`config.mk`:
```
export PLATFORM = sky130hd
export DESIGN_NAME = uart_irq_ctl
export DESIGN_NICKNAME = d
export VERILOG_FILES = /design/src/uart_irq_pkg.sv /design/src/uart_irq_ctl.sv
export VERILOG_INCLUDE_DIRS = /design/src
export SDC_FILE = /design/constraint.sdc
export NUM_CORES = 1
export LEC_CHECK = 0
export ABC_AREA = 1
export ABC_CLOCK_PERIOD_IN_PS = 15300
export BUFFER_PORTS_ARGS = -buffer_cell sky130_fd_sc_hd__buf_2
export CAP_MARGIN = 10
export CORE_ASPECT_RATIO = 1.2
export CORE_UTILIZATION = 61
export DETAILED_ROUTE_END_ITERATION = 7
export PLACE_DENSITY = 0.87
export SLEW_MARGIN = 20
export SYNTH_ARGS = -nofsm -noshare
export SYNTH_HDL_FRONTEND = slang
export SYNTH_SLANG_ARGS = --single-unit
```
`constraint.sdc`:
```
create_clock -name ref_clk -period 15.3 [get_ports ref_clk]
set_input_delay 0.765 -clock ref_clk [delete_from_list [all_inputs] [get_ports ref_clk]]
set_output_delay 0.765 -clock ref_clk [all_outputs]
set_load 0.02 [all_outputs]
```
`src/uart_irq_cfg.svh`:
```
// Purpose: offsets, field positions, reset values and timing counts
// Assumes: 32-bit axi4-lite register bus, 40 MHz ref_clk
// Notes: definitions only
`ifndef UART_IRQ_CFG_SVH
`define UART_IRQ_CFG_SVH
// ==========================================================================
// register byte offsets
`define OFS_INTERRUPT_MASK   12'h000
`define OFS_INTERRUPT_SOURCE 12'h004
`define OFS_FIFO_CONTROL     12'h008
`define OFS_LINE_FORMAT      12'h00C
`define OFS_ENHANCED_CTL     12'h010
`define OFS_EVENT_INPUTS     12'h014
`define OFS_FIFO_STATUS      12'h018
`define OFS_SIDE_READS       12'h01C
// ==========================================================================
// reset values
`define RST_INTERRUPT_MASK 8'h00
`define RST_LINE_FORMAT    8'h1D
`define RST_FIFO_CONTROL   8'h00
// ==========================================================================
// interrupt source codes, bits 5..0
`define CODE_LINE    6'h06
`define CODE_TIMEOUT 6'h0C
`define CODE_RECEIVE_READY_IRQ   6'h04
`define CODE_TRANSMIT_READY_IRQ   6'h02
`define CODE_MODEM   6'h00
`define CODE_GPIN    6'h30
`define CODE_XOFF    6'h10
`define CODE_FLOW    6'h20
`define CODE_NONE    6'h01
// ==========================================================================
// field positions
`define FC_ENABLE 0
`define FC_RX_RST 1
`define FC_TX_RST 2
`define EF_GATE   4
// ==========================================================================
// timing: fifo reset holds at least 3 crystal clocks
`define FIFO_RST_CLKS 3
`endif

```
`src/uart_irq_pkg.sv`:
```
// Purpose: types shared by the interrupt and line control block
// Assumes: constants live in uart_irq_cfg.svh
// Notes: state carrier is one packed struct
package uart_irq_pkg;
  // per-source pending flags, highest priority first
  typedef struct packed {
    logic line;
    logic timeout;
    logic receive_ready_irq;
    logic transmit_ready_irq;
    logic modem;
    logic gpin;
    logic xoff;
    logic flow;
  } pend_t;
  // character format derived from line_format
  typedef struct packed {
    logic [3:0] data_bits;
    logic [1:0] stop_half_bits;
    logic parity_en;
    logic parity_forced;
    logic parity_value;
    logic parity_even;
  } fmt_t;
  // bus write channel states
  typedef enum logic [1:0] {
    WR_IDLE = 2'b00,
    WR_RESP = 2'b01
  } wr_state_t;
  // all registered state of the block except the output registers
  typedef struct packed {
    logic [7:0] mask;
    logic [7:0] fctl;
    logic [7:0] lfmt;
    logic [7:0] enhanced_feature_ctl;
    pend_t sticky;
    logic transmit_ready_irq_arm;
    logic spec_pend; // special character pending, cleared by a source read
    logic [5:0] cur_code;
    logic [1:0] rst_cnt;
    logic rx_rst;
    logic tx_rst;
    logic [19:0] tmo_cnt;
    logic [1:0] rts_s;
    logic [1:0] cts_s;
    logic rts_d;
    logic cts_d;
    logic awv;
    logic wv;
    logic [11:0] awaddr;
    logic [31:0] wdata;
    logic wen; // byte lane 0 strobe, latched with the data
    wr_state_t ws;
    logic bvalid;
    logic rvalid;
    logic [31:0] rdata;
    logic [1:0] rresp;
    logic [1:0] bresp;
    logic isr_rd;
    logic thr_wr;
    logic msr_rd;
    logic ios_rd;
    logic rhr_rd;
  } state_t;
endpackage

```
`src/uart_irq_ctl.sv`:
```
// Purpose: interrupt priority, fifo control and line format registers
// Assumes: fifo, shifter and baud logic sit outside and feed status in
// Notes: ref_clk doubles as the crystal clock; one always_comb, two always_ff
//
// Design decisions made here: register access over AXI4-Lite and the register addresses.
`timescale 1ns/1ps
`include "uart_irq_cfg.svh"

module uart_irq_ctl #(
  parameter int FIFO_DEPTH = 64,
  parameter int TMO_MAX = 1048575
) (
  // clock and reset
  input wire logic ref_clk,
  input wire logic rst_n,
  // axi4-lite slave
  input wire logic [11:0] s_axi_awaddr,
  input wire logic s_axi_awvalid,
  output logic s_axi_awready,
  input wire logic [31:0] s_axi_wdata,
  input wire logic [3:0] s_axi_wstrb,
  input wire logic s_axi_wvalid,
  output logic s_axi_wready,
  output logic [1:0] s_axi_bresp,
  output logic s_axi_bvalid,
  input wire logic s_axi_bready,
  input wire logic [11:0] s_axi_araddr,
  input wire logic s_axi_arvalid,
  output logic s_axi_arready,
  output logic [31:0] s_axi_rdata,
  output logic [1:0] s_axi_rresp,
  output logic s_axi_rvalid,
  input wire logic s_axi_rready,
  // status from the receive and transmit paths, same clock
  input wire logic [6:0] rx_level,
  input wire logic [6:0] tx_level,
  input wire logic rx_push,
  input wire logic line_err,
  input wire logic thr_empty,
  input wire logic rs485_tx_done,
  input wire logic modem_delta,
  input wire logic gpin_toggle,
  input wire logic xoff_match,
  input wire logic xon_match,
  input wire logic special_match,
  input wire logic [19:0] bit_clks,
  // pins from outside the clock domain
  input wire logic rts_pin,
  input wire logic cts_pin,
  // side-read and holding register write pulses from other registers
  input wire logic msr_read,
  input wire logic ios_read,
  input wire logic rhr_read,
  input wire logic thr_write,
  // outputs
  output logic irq_n,
  output logic [7:0] source_code,
  output logic fifo_en,
  output logic rx_fifo_rst,
  output logic tx_fifo_rst,
  output uart_irq_pkg::fmt_t char_fmt,
  output logic [6:0] rx_trigger,
  output logic [6:0] tx_trigger
);

  // ========================================================================
  // helpers

  // rx trigger from fifo_control bits 7:6
  function automatic logic [6:0] rx_trig(input logic [1:0] s);
    case (s)
      2'b00: rx_trig = 7'd8;
      2'b01: rx_trig = 7'd16;
      2'b10: rx_trig = 7'd56;
      default: rx_trig = 7'd60;
    endcase
  endfunction

  // tx trigger from fifo_control bits 5:4
  function automatic logic [6:0] tx_trig(input logic [1:0] s);
    case (s)
      2'b00: tx_trig = 7'd8;
      2'b01: tx_trig = 7'd16;
      2'b10: tx_trig = 7'd32;
      default: tx_trig = 7'd56;
    endcase
  endfunction

  // priority encoder of pending sources into the status code
  function automatic logic [5:0] encode(input uart_irq_pkg::pend_t p);
    if (p.line) encode = `CODE_LINE;
    else if (p.timeout) encode = `CODE_TIMEOUT;
    else if (p.receive_ready_irq) encode = `CODE_RECEIVE_READY_IRQ;
    else if (p.transmit_ready_irq) encode = `CODE_TRANSMIT_READY_IRQ;
    else if (p.modem) encode = `CODE_MODEM;
    else if (p.gpin) encode = `CODE_GPIN;
    else if (p.xoff) encode = `CODE_XOFF;
    else if (p.flow) encode = `CODE_FLOW;
    else encode = `CODE_NONE;
  endfunction

  // refuse sizes that the trigger tables and the counter cannot serve
  if (FIFO_DEPTH != 64 || TMO_MAX < 1 || TMO_MAX > 1048575)
  begin : g_bad_params
    $error("uart_irq_ctl: unsupported parameter values");
  end

  uart_irq_pkg::state_t q, d;
  uart_irq_pkg::pend_t live; // sources gated by mask, except gpin
  logic gate; // enhanced functions allowed
  logic [6:0] rtrig, ttrig;
  logic [19:0] tmo_limit;
  logic [6:0] spaces;
  logic [3:0] wl;
  logic [31:0] rd_word;

  // ========================================================================
  // combinational next state
  always_comb
  begin
    d = q;
    gate = q.enhanced_feature_ctl[`EF_GATE];
    rtrig = rx_trig(q.fctl[7:6]);
    ttrig = gate ? tx_trig(q.fctl[5:4]) : 7'd8;
    wl = 4'd5 + {2'b00, q.lfmt[1:0]};
    spaces = 7'(FIFO_DEPTH) - tx_level;
    // 4 chars of (start+data+parity+stop) plus 12 bits
    tmo_limit = 20'(bit_clks * (4 * (1 + wl + q.lfmt[3] + 1 + q.lfmt[2])
                + 12));
    // pin synchronisers
    d.rts_s = {q.rts_s[0], rts_pin};
    d.cts_s = {q.cts_s[0], cts_pin};
    d.rts_d = q.rts_s[1];
    d.cts_d = q.cts_s[1];
    // one-cycle side-effect pulses
    d.isr_rd = 1'b0;
    d.thr_wr = thr_write;
    d.msr_rd = msr_read;
    d.ios_rd = ios_read;
    d.rhr_rd = rhr_read;
    // level sources, evaluated each cycle
    live = '0;
    live.line = q.mask[2] & line_err;
    live.receive_ready_irq = q.mask[0] & (q.fctl[`FC_ENABLE] ? (rx_level >= rtrig)
                 : (rx_level != 7'd0));
    // timeout counter, reset by push or pop or empty fifo
    if (rx_push || rhr_read || rx_level == 7'd0)
      d.tmo_cnt = '0;
    else if (q.tmo_cnt != 20'hF_FFFF)
      d.tmo_cnt = q.tmo_cnt + 20'd1;
    // sticky sources: set wins over clear
    if (rhr_read) d.sticky.timeout = 1'b0;
    if (q.fctl[`FC_ENABLE] && q.mask[0] && q.tmo_cnt >= tmo_limit
        && rx_level != 7'd0)
      d.sticky.timeout = 1'b1;
    if (q.isr_rd && q.cur_code == `CODE_TRANSMIT_READY_IRQ) d.sticky.transmit_ready_irq = 1'b0;
    if (thr_write) d.sticky.transmit_ready_irq = 1'b0;
    d.transmit_ready_irq_arm = q.fctl[`FC_ENABLE] ? (spaces > ttrig) : thr_empty;
    if ((d.transmit_ready_irq_arm && !q.transmit_ready_irq_arm) || rs485_tx_done)
      d.sticky.transmit_ready_irq = 1'b1;
    if (msr_read)
    begin
      d.sticky.modem = 1'b0;
      d.sticky.flow = 1'b0;
    end
    if (modem_delta) d.sticky.modem = 1'b1;
    if (ios_read) d.sticky.gpin = 1'b0;
    if (gpin_toggle) d.sticky.gpin = 1'b1;
    if (xon_match) d.sticky.xoff = 1'b0;
    // special char clears on a source read, xoff only on xon
    if (q.isr_rd && q.cur_code == `CODE_XOFF) d.spec_pend = 1'b0;
    if (gate && q.mask[5] && xoff_match) d.sticky.xoff = 1'b1;
    if (gate && q.mask[5] && special_match) d.spec_pend = 1'b1;
    if (gate && ((q.mask[6] && q.rts_s[1] && !q.rts_d) ||
                 (q.mask[7] && q.cts_s[1] && !q.cts_d)))
      d.sticky.flow = 1'b1;
    live.timeout = q.sticky.timeout;
    live.transmit_ready_irq = q.mask[1] & q.sticky.transmit_ready_irq;
    live.modem = q.mask[3] & q.sticky.modem;
    live.gpin = q.sticky.gpin;
    live.xoff = gate & (q.sticky.xoff | q.spec_pend);
    live.flow = gate & q.sticky.flow;
    // only the top pending code shows; lower ones wait
    d.cur_code = encode(live);
    // fifo reset pulses last three crystal clocks
    if (q.rst_cnt != 2'd0)
      d.rst_cnt = q.rst_cnt - 2'd1;
    else
    begin
      d.rx_rst = 1'b0;
      d.tx_rst = 1'b0;
    end
    // ---------------------- bus write path
    if (!q.awv && s_axi_awvalid)
    begin
      d.awv = 1'b1;
      d.awaddr = s_axi_awaddr;
    end
    if (!q.wv && s_axi_wvalid)
    begin
      d.wv = 1'b1;
      d.wdata = s_axi_wdata;
      d.wen = s_axi_wstrb[0];
    end
    case (q.ws)
      uart_irq_pkg::WR_IDLE:
      begin
        if (q.awv && q.wv)
        begin
          d.ws = uart_irq_pkg::WR_RESP;
          d.bvalid = 1'b1;
          d.bresp = 2'b00;
          d.awv = 1'b0;
          d.wv = 1'b0;
          if (q.wen)
          begin
            case (q.awaddr)
              `OFS_INTERRUPT_MASK:
                d.mask = gate ? q.wdata[7:0]
                         : {q.mask[7:4], q.wdata[3:0]};
              `OFS_FIFO_CONTROL:
              begin
                if (!q.wdata[`FC_ENABLE])
                  d.fctl = {q.fctl[7:1], 1'b0};
                else
                begin
                  d.fctl = {q.wdata[7:6], gate ? q.wdata[5:4]
                            : q.fctl[5:4], 4'b0001};
                  if (q.wdata[`FC_RX_RST] || q.wdata[`FC_TX_RST])
                    d.rst_cnt = 2'(`FIFO_RST_CLKS - 1);
                  d.rx_rst = q.wdata[`FC_RX_RST];
                  d.tx_rst = q.wdata[`FC_TX_RST];
                end
              end
              `OFS_LINE_FORMAT: d.lfmt = q.wdata[7:0];
              `OFS_ENHANCED_CTL: d.enhanced_feature_ctl = q.wdata[7:0];
              `OFS_INTERRUPT_SOURCE, `OFS_EVENT_INPUTS,
              `OFS_FIFO_STATUS, `OFS_SIDE_READS: d.bresp = 2'b00;
              default: d.bresp = 2'b10;
            endcase
          end
        end
      end
      uart_irq_pkg::WR_RESP:
        if (s_axi_bready)
        begin
          d.bvalid = 1'b0;
          d.ws = uart_irq_pkg::WR_IDLE;
        end
      default: d.ws = uart_irq_pkg::WR_IDLE;
    endcase
    // ---------------------- bus read path
    rd_word = '0;
    case (s_axi_araddr)
      `OFS_INTERRUPT_MASK: rd_word[7:0] = q.mask;
      `OFS_INTERRUPT_SOURCE:
        rd_word[7:0] = {{2{q.fctl[`FC_ENABLE]}}, q.cur_code};
      `OFS_LINE_FORMAT: rd_word[7:0] = q.lfmt;
      `OFS_ENHANCED_CTL: rd_word[7:0] = q.enhanced_feature_ctl;
      `OFS_FIFO_STATUS: rd_word[13:0] = {ttrig, rtrig};
      `OFS_FIFO_CONTROL, `OFS_EVENT_INPUTS, `OFS_SIDE_READS:
        rd_word = '0;
      default: rd_word = 32'hDEAD_BEEF;
    endcase
    if (q.rvalid)
    begin
      if (s_axi_rready) d.rvalid = 1'b0;
    end
    else if (s_axi_arvalid)
    begin
      d.rvalid = 1'b1;
      d.rdata = (rd_word == 32'hDEAD_BEEF) ? '0 : rd_word;
      d.rresp = (rd_word == 32'hDEAD_BEEF) ? 2'b10 : 2'b00;
      d.isr_rd = (s_axi_araddr == `OFS_INTERRUPT_SOURCE);
    end
  end

  // ========================================================================
  // state register, synchronous reset
  always_ff @(posedge ref_clk)
  begin
    if (!rst_n)
    begin
      q <= '0;
      q.mask <= `RST_INTERRUPT_MASK;
      q.lfmt <= `RST_LINE_FORMAT;
      q.fctl <= `RST_FIFO_CONTROL;
      q.cur_code <= `CODE_NONE;
      q.ws <= uart_irq_pkg::WR_IDLE;
    end
    else
      q <= d;
  end

  // ========================================================================
  // registered outputs
  always_ff @(posedge ref_clk)
  begin
    if (!rst_n)
    begin
      irq_n <= 1'b1;
      source_code <= {2'b00, `CODE_NONE};
      fifo_en <= 1'b0;
      rx_fifo_rst <= 1'b0;
      tx_fifo_rst <= 1'b0;
      char_fmt <= '{data_bits: 4'd6, stop_half_bits: 2'd0, parity_en: 1'b1,
        parity_forced: 1'b0, parity_value: 1'b0, parity_even: 1'b1};
      rx_trigger <= 7'd8;
      tx_trigger <= 7'd8;
    end
    else
    begin
      irq_n <= (d.cur_code == `CODE_NONE);
      source_code <= {{2{d.fctl[`FC_ENABLE]}}, d.cur_code};
      fifo_en <= d.fctl[`FC_ENABLE];
      rx_fifo_rst <= d.rx_rst;
      tx_fifo_rst <= d.tx_rst;
      char_fmt.data_bits <= 4'd5 + {2'b00, d.lfmt[1:0]};
      // stop length in half bits: 2 or 3; the two-stop case gives 0
      char_fmt.stop_half_bits <= !d.lfmt[2] ? 2'd2 :
        (d.lfmt[1:0] == 2'b00 ? 2'd3 : 2'd0);
      char_fmt.parity_en <= d.lfmt[3];
      char_fmt.parity_even <= d.lfmt[4];
      char_fmt.parity_forced <= d.lfmt[5];
      char_fmt.parity_value <= !d.lfmt[4];
      rx_trigger <= rx_trig(d.fctl[7:6]);
      tx_trigger <= d.enhanced_feature_ctl[`EF_GATE] ? tx_trig(d.fctl[5:4]) : 7'd8;
    end
  end

  assign s_axi_awready = !q.awv;
  assign s_axi_wready = !q.wv;
  assign s_axi_bvalid = q.bvalid;
  assign s_axi_bresp = q.bresp;
  assign s_axi_arready = !q.rvalid;
  assign s_axi_rvalid = q.rvalid;
  assign s_axi_rdata = q.rdata;
  assign s_axi_rresp = q.rresp;

  // ========================================================================
  // assertions
  a_idle_code_bit: assert property (@(posedge ref_clk) disable iff (!rst_n)
    (live == '0) |=> (q.cur_code == `CODE_NONE && irq_n))
    else $error("idle code bit 0 not set");
  a_line_top_prio: assert property (@(posedge ref_clk) disable iff (!rst_n)
    live.line |=> q.cur_code == `CODE_LINE)
    else $error("line status not given priority");
  a_fifo_rst_len: assert property (@(posedge ref_clk) disable iff (!rst_n)
    $rose(q.rx_rst) |-> q.rx_rst[*3])
    else $error("rx fifo reset shorter than three clocks");
  a_fctl_ignore: assert property (@(posedge ref_clk) disable iff (!rst_n)
    (q.ws == uart_irq_pkg::WR_IDLE && q.awv && q.wv && q.wen &&
     q.awaddr == `OFS_FIFO_CONTROL && !q.wdata[0])
    |=> (!q.fctl[0] && $stable(q.fctl[7:1])))
    else $error("fifo control not cleared");
  a_mask_gate: assert property (@(posedge ref_clk) disable iff (!rst_n)
    (!gate && $past(!q.enhanced_feature_ctl[4])) |-> $stable(q.mask[7:4]))
    else $error("enhanced mask bits changed ungated");
  a_tx_clear: assert property (@(posedge ref_clk) disable iff (!rst_n)
    (thr_write && !rs485_tx_done && !(d.transmit_ready_irq_arm && !q.transmit_ready_irq_arm))
    |=> !q.sticky.transmit_ready_irq)
    else $error("tx ready not cleared by write");
  a_xoff_hold: assert property (@(posedge ref_clk) disable iff (!rst_n)
    (q.sticky.xoff && !xon_match) |=> q.sticky.xoff)
    else $error("xoff flag dropped early");
  a_flow_set: assert property (@(posedge ref_clk) disable iff (!rst_n)
    (gate && q.mask[7] && q.cts_s[1] && !q.cts_d) |=> q.sticky.flow)
    else $error("cts rise did not flag");
  c_line_irq: cover property (@(posedge ref_clk) q.cur_code == `CODE_LINE);
  c_timeout: cover property (@(posedge ref_clk) $rose(q.sticky.timeout));
  c_flow: cover property (@(posedge ref_clk) $rose(q.sticky.flow));

endmodule // uart_irq_ctl

```
# [Word-level counts from Yosys, hierarchy flattened]
# Index checks and enable logic that the tools add are counted.
[word_totals] wordCells=232 regBits=170 in_bits=116 output_inout_bits=77
[op_classes] n_mux=66 eq_ne=30 n_lt_le_gt_ge=3 addsub=10 mul=1 bitwise=10 n_reduce_logical=64
[op_table] op="$eq 12x5->1 const B" count=8
[op_table] op="$mux 24" count=3
[op_table] op="$pmux 6 s3" count=4
[op_table] op="$eq 12x4->1 const B" count=4
[op_table] op="$mux 6" count=8
[op_table] op="$pmux 8 s6" count=1
[op_table] op="$mux 8" count=5
[op_table] op="$mux 35" count=1
[op_table] op="$eq 32x32->1 const B" count=1
[op_table] op="$mux 32" count=1
[op_table] op="$eq 12x3->1 const B" count=2
[op_table] op="$logic_not 12->1" count=2
[op_table] op="$mux 2" count=11
[op_table] op="$add 20x1->20 const B" count=1
[op_table] op="$ge 20x20->1" count=1
[op_table] op="$mul 20x11->20" count=1
[op_table] op="$mux 1" count=20
[op_table] op="$mux 4" count=5
[op_table] op="$ne 20x20->1 const B" count=1
[op_table] op="$mux 18" count=1
[op_table] op="$logic_and 1x1->1" count=17
[op_table] op="$reduce_bool 2->1" count=8
[op_table] op="$reduce_or 8->1" count=2
[op_table] op="$logic_not 2->1" count=6
[op_table] op="36 further kinds" count=70

# [Logic depth before layout (Yosys ltp)]
[logic_depth] depth_word=11 mapped_depth=44 ltp_nobuf=43

# [Worst setup path after synthesis]
# Ideal clock, no wire load.
[synth_timing] path_type="flip-flop to flip-flop" from="reg q[149] (netlist bit)" to="reg q, in the netlist live[6]" arrival_ps=6478 setup_time_ps=59 period_less_slack_ps=6537 slack_ps=8763 stages_incl_launch_ff=33 path_buffers=2 required_time_ps=15241 path_cell_list="dfxtp_1 inv_1 ha_1 inv_1 ha_1 inv_2 clkbuf_1 ha_1 inv_1 clkbuf_1 nand2_1 fa_1 inv_1 fa_1 ha_1 fa_1 ha_1 ha_1 inv_1 fa_1 o21ai_0 a21oi_1 o21ai_0 nand2_1 nand3_1 nand2_1 ha_1 nand4_1 nor2_1 o2111ai_1 nand3_1 nand2_1 nand2_1"
[synth_between] elab_chain_len=9 elab_cells_between_ends=10 classes_between="add/sub: 4; mul: 1; order compare: 1; mux: 1; reduce/logical: 3"
[synth_lines] element="start: declaration" line_no="uart_irq_ctl.sv:108" source="uart_irq_pkg::state_t q, d;"
[synth_lines] element="$add 5x1->6 *" line_no="uart_irq_ctl.sv:128" source="tmo_limit = 20'(bit_clks * (4 * (1 + wl + q.lfmt[3] + 1 + q.lfmt[2])"
[synth_lines] element="$add 6x1->7 *" line_no="uart_irq_ctl.sv:128"
[synth_lines] element="$add 7x1->8 *" line_no="uart_irq_ctl.sv:128"
[synth_lines] element="$add 10x4->11 *" line_no="uart_irq_ctl.sv:129" source="+ 12));"
[synth_lines] element="$mul 20x11->20 *" line_no="uart_irq_ctl.sv:128"
[synth_lines] element="$ge 20x20->1 *" line_no="uart_irq_ctl.sv:153" source="if (q.fctl[`FC_ENABLE] && q.mask[0] && q.tmo_cnt >= tmo_limit"
[synth_lines] element="$logic_and 1x1->1 * (2 in a row)" line_no="uart_irq_ctl.sv:153"
[synth_lines] element="$mux 1 / $reduce_bool 2->1 (equally long branches)"
# Every way passes the cells marked *; elsewhere a longest branch is shown, timed or not.
# A chain may end at the register's enable or synchronous reset.

# [Worst setup path after layout]
# Ends and elaborated chain as after synthesis.

==> impl_results.md <==
- Final-report max-slew violation count: 0
- WP data required: 15660 ps
- Vias in the first global route: 7990
- CTS buffer count: 17
- Synthesized area: 0.00923 mm^2
- Die Width: 114 um
- Relative slew slack: 0.372
- Ant diodes: 0
- Fillers: 1135
- # Max-Cap Violations: 0
- Most common cell in the netlist: nand2_1
- Synth Instances: 1256
- Post-synth EDFFs: 0
- Worst hold path type: reg2reg
- Nets: 1608
- Setup crit start kind: flop
- Area leader, netlist: dfxtp_1
- First-pass GRT wire length: 34700 um
- Mean routed wirelength per cell: 13.5 um
- Post-route cell area: 0.0104 mm^2
- Fmax: 0.134 GHz
- Library cells used by synthesis: 44
- Worst setup EP type: flop
- # rows: 48
- H-tree depth: 4
- RSZ-0062 raised after global routing: no
- Drt drc: 0
- Clock slew at reported path FFs: 60 ps
- Postcts setup bufs: 0
- Cts hold-fix bufs: 0
- P per Cell Area: 99.7 mW/mm^2
- Top cells by instance count after synthesis: nand2_1 (214), inv_1 (197), nor2_1 (144), dfxtp_1 (129), ha_1 (93)
- Syn. warnings: 0
- Dpl hpwl: 16200 um
- Port Buf Inserts: 147
- Flops & latches, synth: 129
- DIE AREA: 0.0156 mm^2
- Synth area leaders: dfxtp_1 (28%), ha_1 (13%), fa_1 (9.1%), nand2_1 (8.7%), inv_1 (8.0%)
- Final worst-path cycle share: 0.487
- Largest net degree at the start of global routing: 59
- Min cycle time layout: 7450 ps
- I/O pin count: 193
- Routed Antenna Nets: 0
- Mapped Avg Cell Area: 7.35 um^2
- Total Negative Setup Slacks: 0 ps
- Routed via count: 8388
- Gr usage total: 0.279
- Final Skew: 6.19 ps
- Clock Latency Late Sink: 420 ps
- Grt ovf: 0
- Fraction of layout cells with a size suffix above 1: 0.155
- Final hold vios: 0
- Async S/R FF share, synth: 0
- Main synth FF type: dfxtp_1
- Synth top area share: 0.280
- CTS tree: yes
- Die H: 137 um
- Initial DRC Count: 548
- Worst Tran Pin Value: 943 ps
- Dpl cell area: 0.00975 mm^2
- Core Footprint: 0.0146 mm^2
- Peak VDD IR: 66.7 uV
- P_leak: 0.00533 uW
- Crit path DAT: 7810 ps
- CP most frequent cell: inv_1
- Post-cts sizing count: 0
- Status: finished clean
- P&R area growth vs syn: 12.3%
- Slowest cell on crit path: fa_1
- Register area share after synthesis: 0.280
- CP max FO: 15
- Final setup viols: 0
- Max incr delay on CP: 550 ps
- Critical path class: reg2reg
- CTS sink count: 129
- Initial antenna violation count: 0
- Vias per cell: 5.34
- Clock tree buffer depth: 2
- GPL Wtd Cong: 0.875
- Clk root buf: clkbuf_16
- Initial Utilization: 0.633
- Final WL: 21200 um
- DR pass1 iterations: 5
cell families after synthesis:
| kind of cell | count (synthesis) | synth area share |
|---|---|---|
| compound gates | 190 | 0.113 |
| flops | 129 | 0.280 |
| fa+ha+maj | 135 | 0.217 |
| xor+xnor | 26 | 0.0247 |
| other cells | 1 | 0.000406 |
| simple gates | 490 | 0.225 |
| buf+inv | 285 | 0.140 |
through the flow:
stage / setup WS, ps / hold slack [ps] / std cells / util / total power (uW)
floorplan: 8760 / 390 / 1271 / - / 557
global placement: 8000 / 397 / 1538 / 0.668 / 607
detailed placement: 7920 / 399 / 1538 / 0.668 / 619
CTS: 7860 / 415 / 1570 / 0.710 / 1030
global route: 7400 / 444 / 1570 / 0.710 / 1090
finish: 7850 / 414 / 1570 / 0.710 / 1030
layout by cell type, fill, tap and decap left out, drive strengths merged:
| cell | synthesis | routed |
|---|---|---|
| xnor2 | 15 | 15 |
| and2 | 1 | 1 |
| o31ai | 1 | 1 |
| clkbuf | 19 | 17 |
| a31oi | 7 | 7 |
| fa | 42 | 42 |
| o21bai | 2 | 2 |
| a211oi | 7 | 7 |
| o2111ai | 1 | 1 |
| o22ai | 1 | 1 |
| nor2 | 152 | 152 |
| nand2 | 218 | 218 |
| buf | 61 | 147 |
| conb | 1 | 16 |
| nand3b | 4 | 4 |
| dfxtp | 129 | 129 |
| xor2 | 11 | 11 |
| bufinv | 0 | 2 |
| nor4 | 7 | 7 |
| and3 | 1 | 1 |
| nand3 | 74 | 74 |
| a21oi | 80 | 80 |
| o21ai | 80 | 80 |
| ha | 93 | 93 |
| o211ai | 6 | 6 |
| nor3 | 13 | 13 |
| a21o | 1 | 1 |
| clkinv | 2 | 4 |
| or2 | 6 | 6 |
| nand4 | 14 | 14 |
| o31a | 1 | 1 |
| o21a | 3 | 3 |
| inv | 203 | 214 |
area by class of cell:
| type | count | area [um^2] | area share |
|---|---|---|---|
| Clock inverter | 15 | 186 | 0.0180 |
| Multi-Input combinational cell | 857 | 5420 | 0.522 |
| Timing Repair Buffer | 147 | 736 | 0.0710 |
| Sequential cell | 129 | 2580 | 0.249 |
| Clock buffer | 17 | 425 | 0.0410 |
| Inverter | 205 | 771 | 0.0744 |
| Tap cell | 200 | 250 | 0.0241 |
where the power goes:
group	switching, uW	internal (uW)	total [uW]
logic	162	102	264
clock network	171	249	420
registers	5.00	344	349
total	338	695	1030
path summary, 6_finish.rpt:
check / end / slack, ps / from / cells past startpoint
min reg2reg: d[93] / 410 / d[97] / 2
min: d[93] / 410 / d[97] / 2
max: live[6] / 7850 / q[149] / 34
max reg2reg: live[6] / 7850 / q[149] / 34
flip-flops by register name, indices dropped and copies added, names as in the netlist, 2 cells and up:
name         flops
tx_trigger       3
char_fmt         7
live             2
s_axi_rdata     13
q               87
rx_trigger       4
d                4
per-layer routing:
layer  routed length [um]  up-vias  share of wire  track usage
met3                 1250       65          0.059       0.0651
met4                  822        0          0.039        0.126
li1                     -     4163              -            -
met1                 8780     3886           0.41        0.319
met5                    0        -              0            0
met2                10300      274           0.49        0.492
worst max-delay path: cells and delay by family (launching register included):
| kind | cells | cell delay (ps) |
|---|---|---|
| AO/OA/AOI/OAI | 2 | 620 |
| adder cells (fa/ha/maj) | 12 | 4100 |
| buffers and inverters | 8 | 780 |
| flip-flops | 1 | 360 |
| AND/OR/NAND/NOR | 12 | 1520 |
Power figures use the tool's default switching activity.
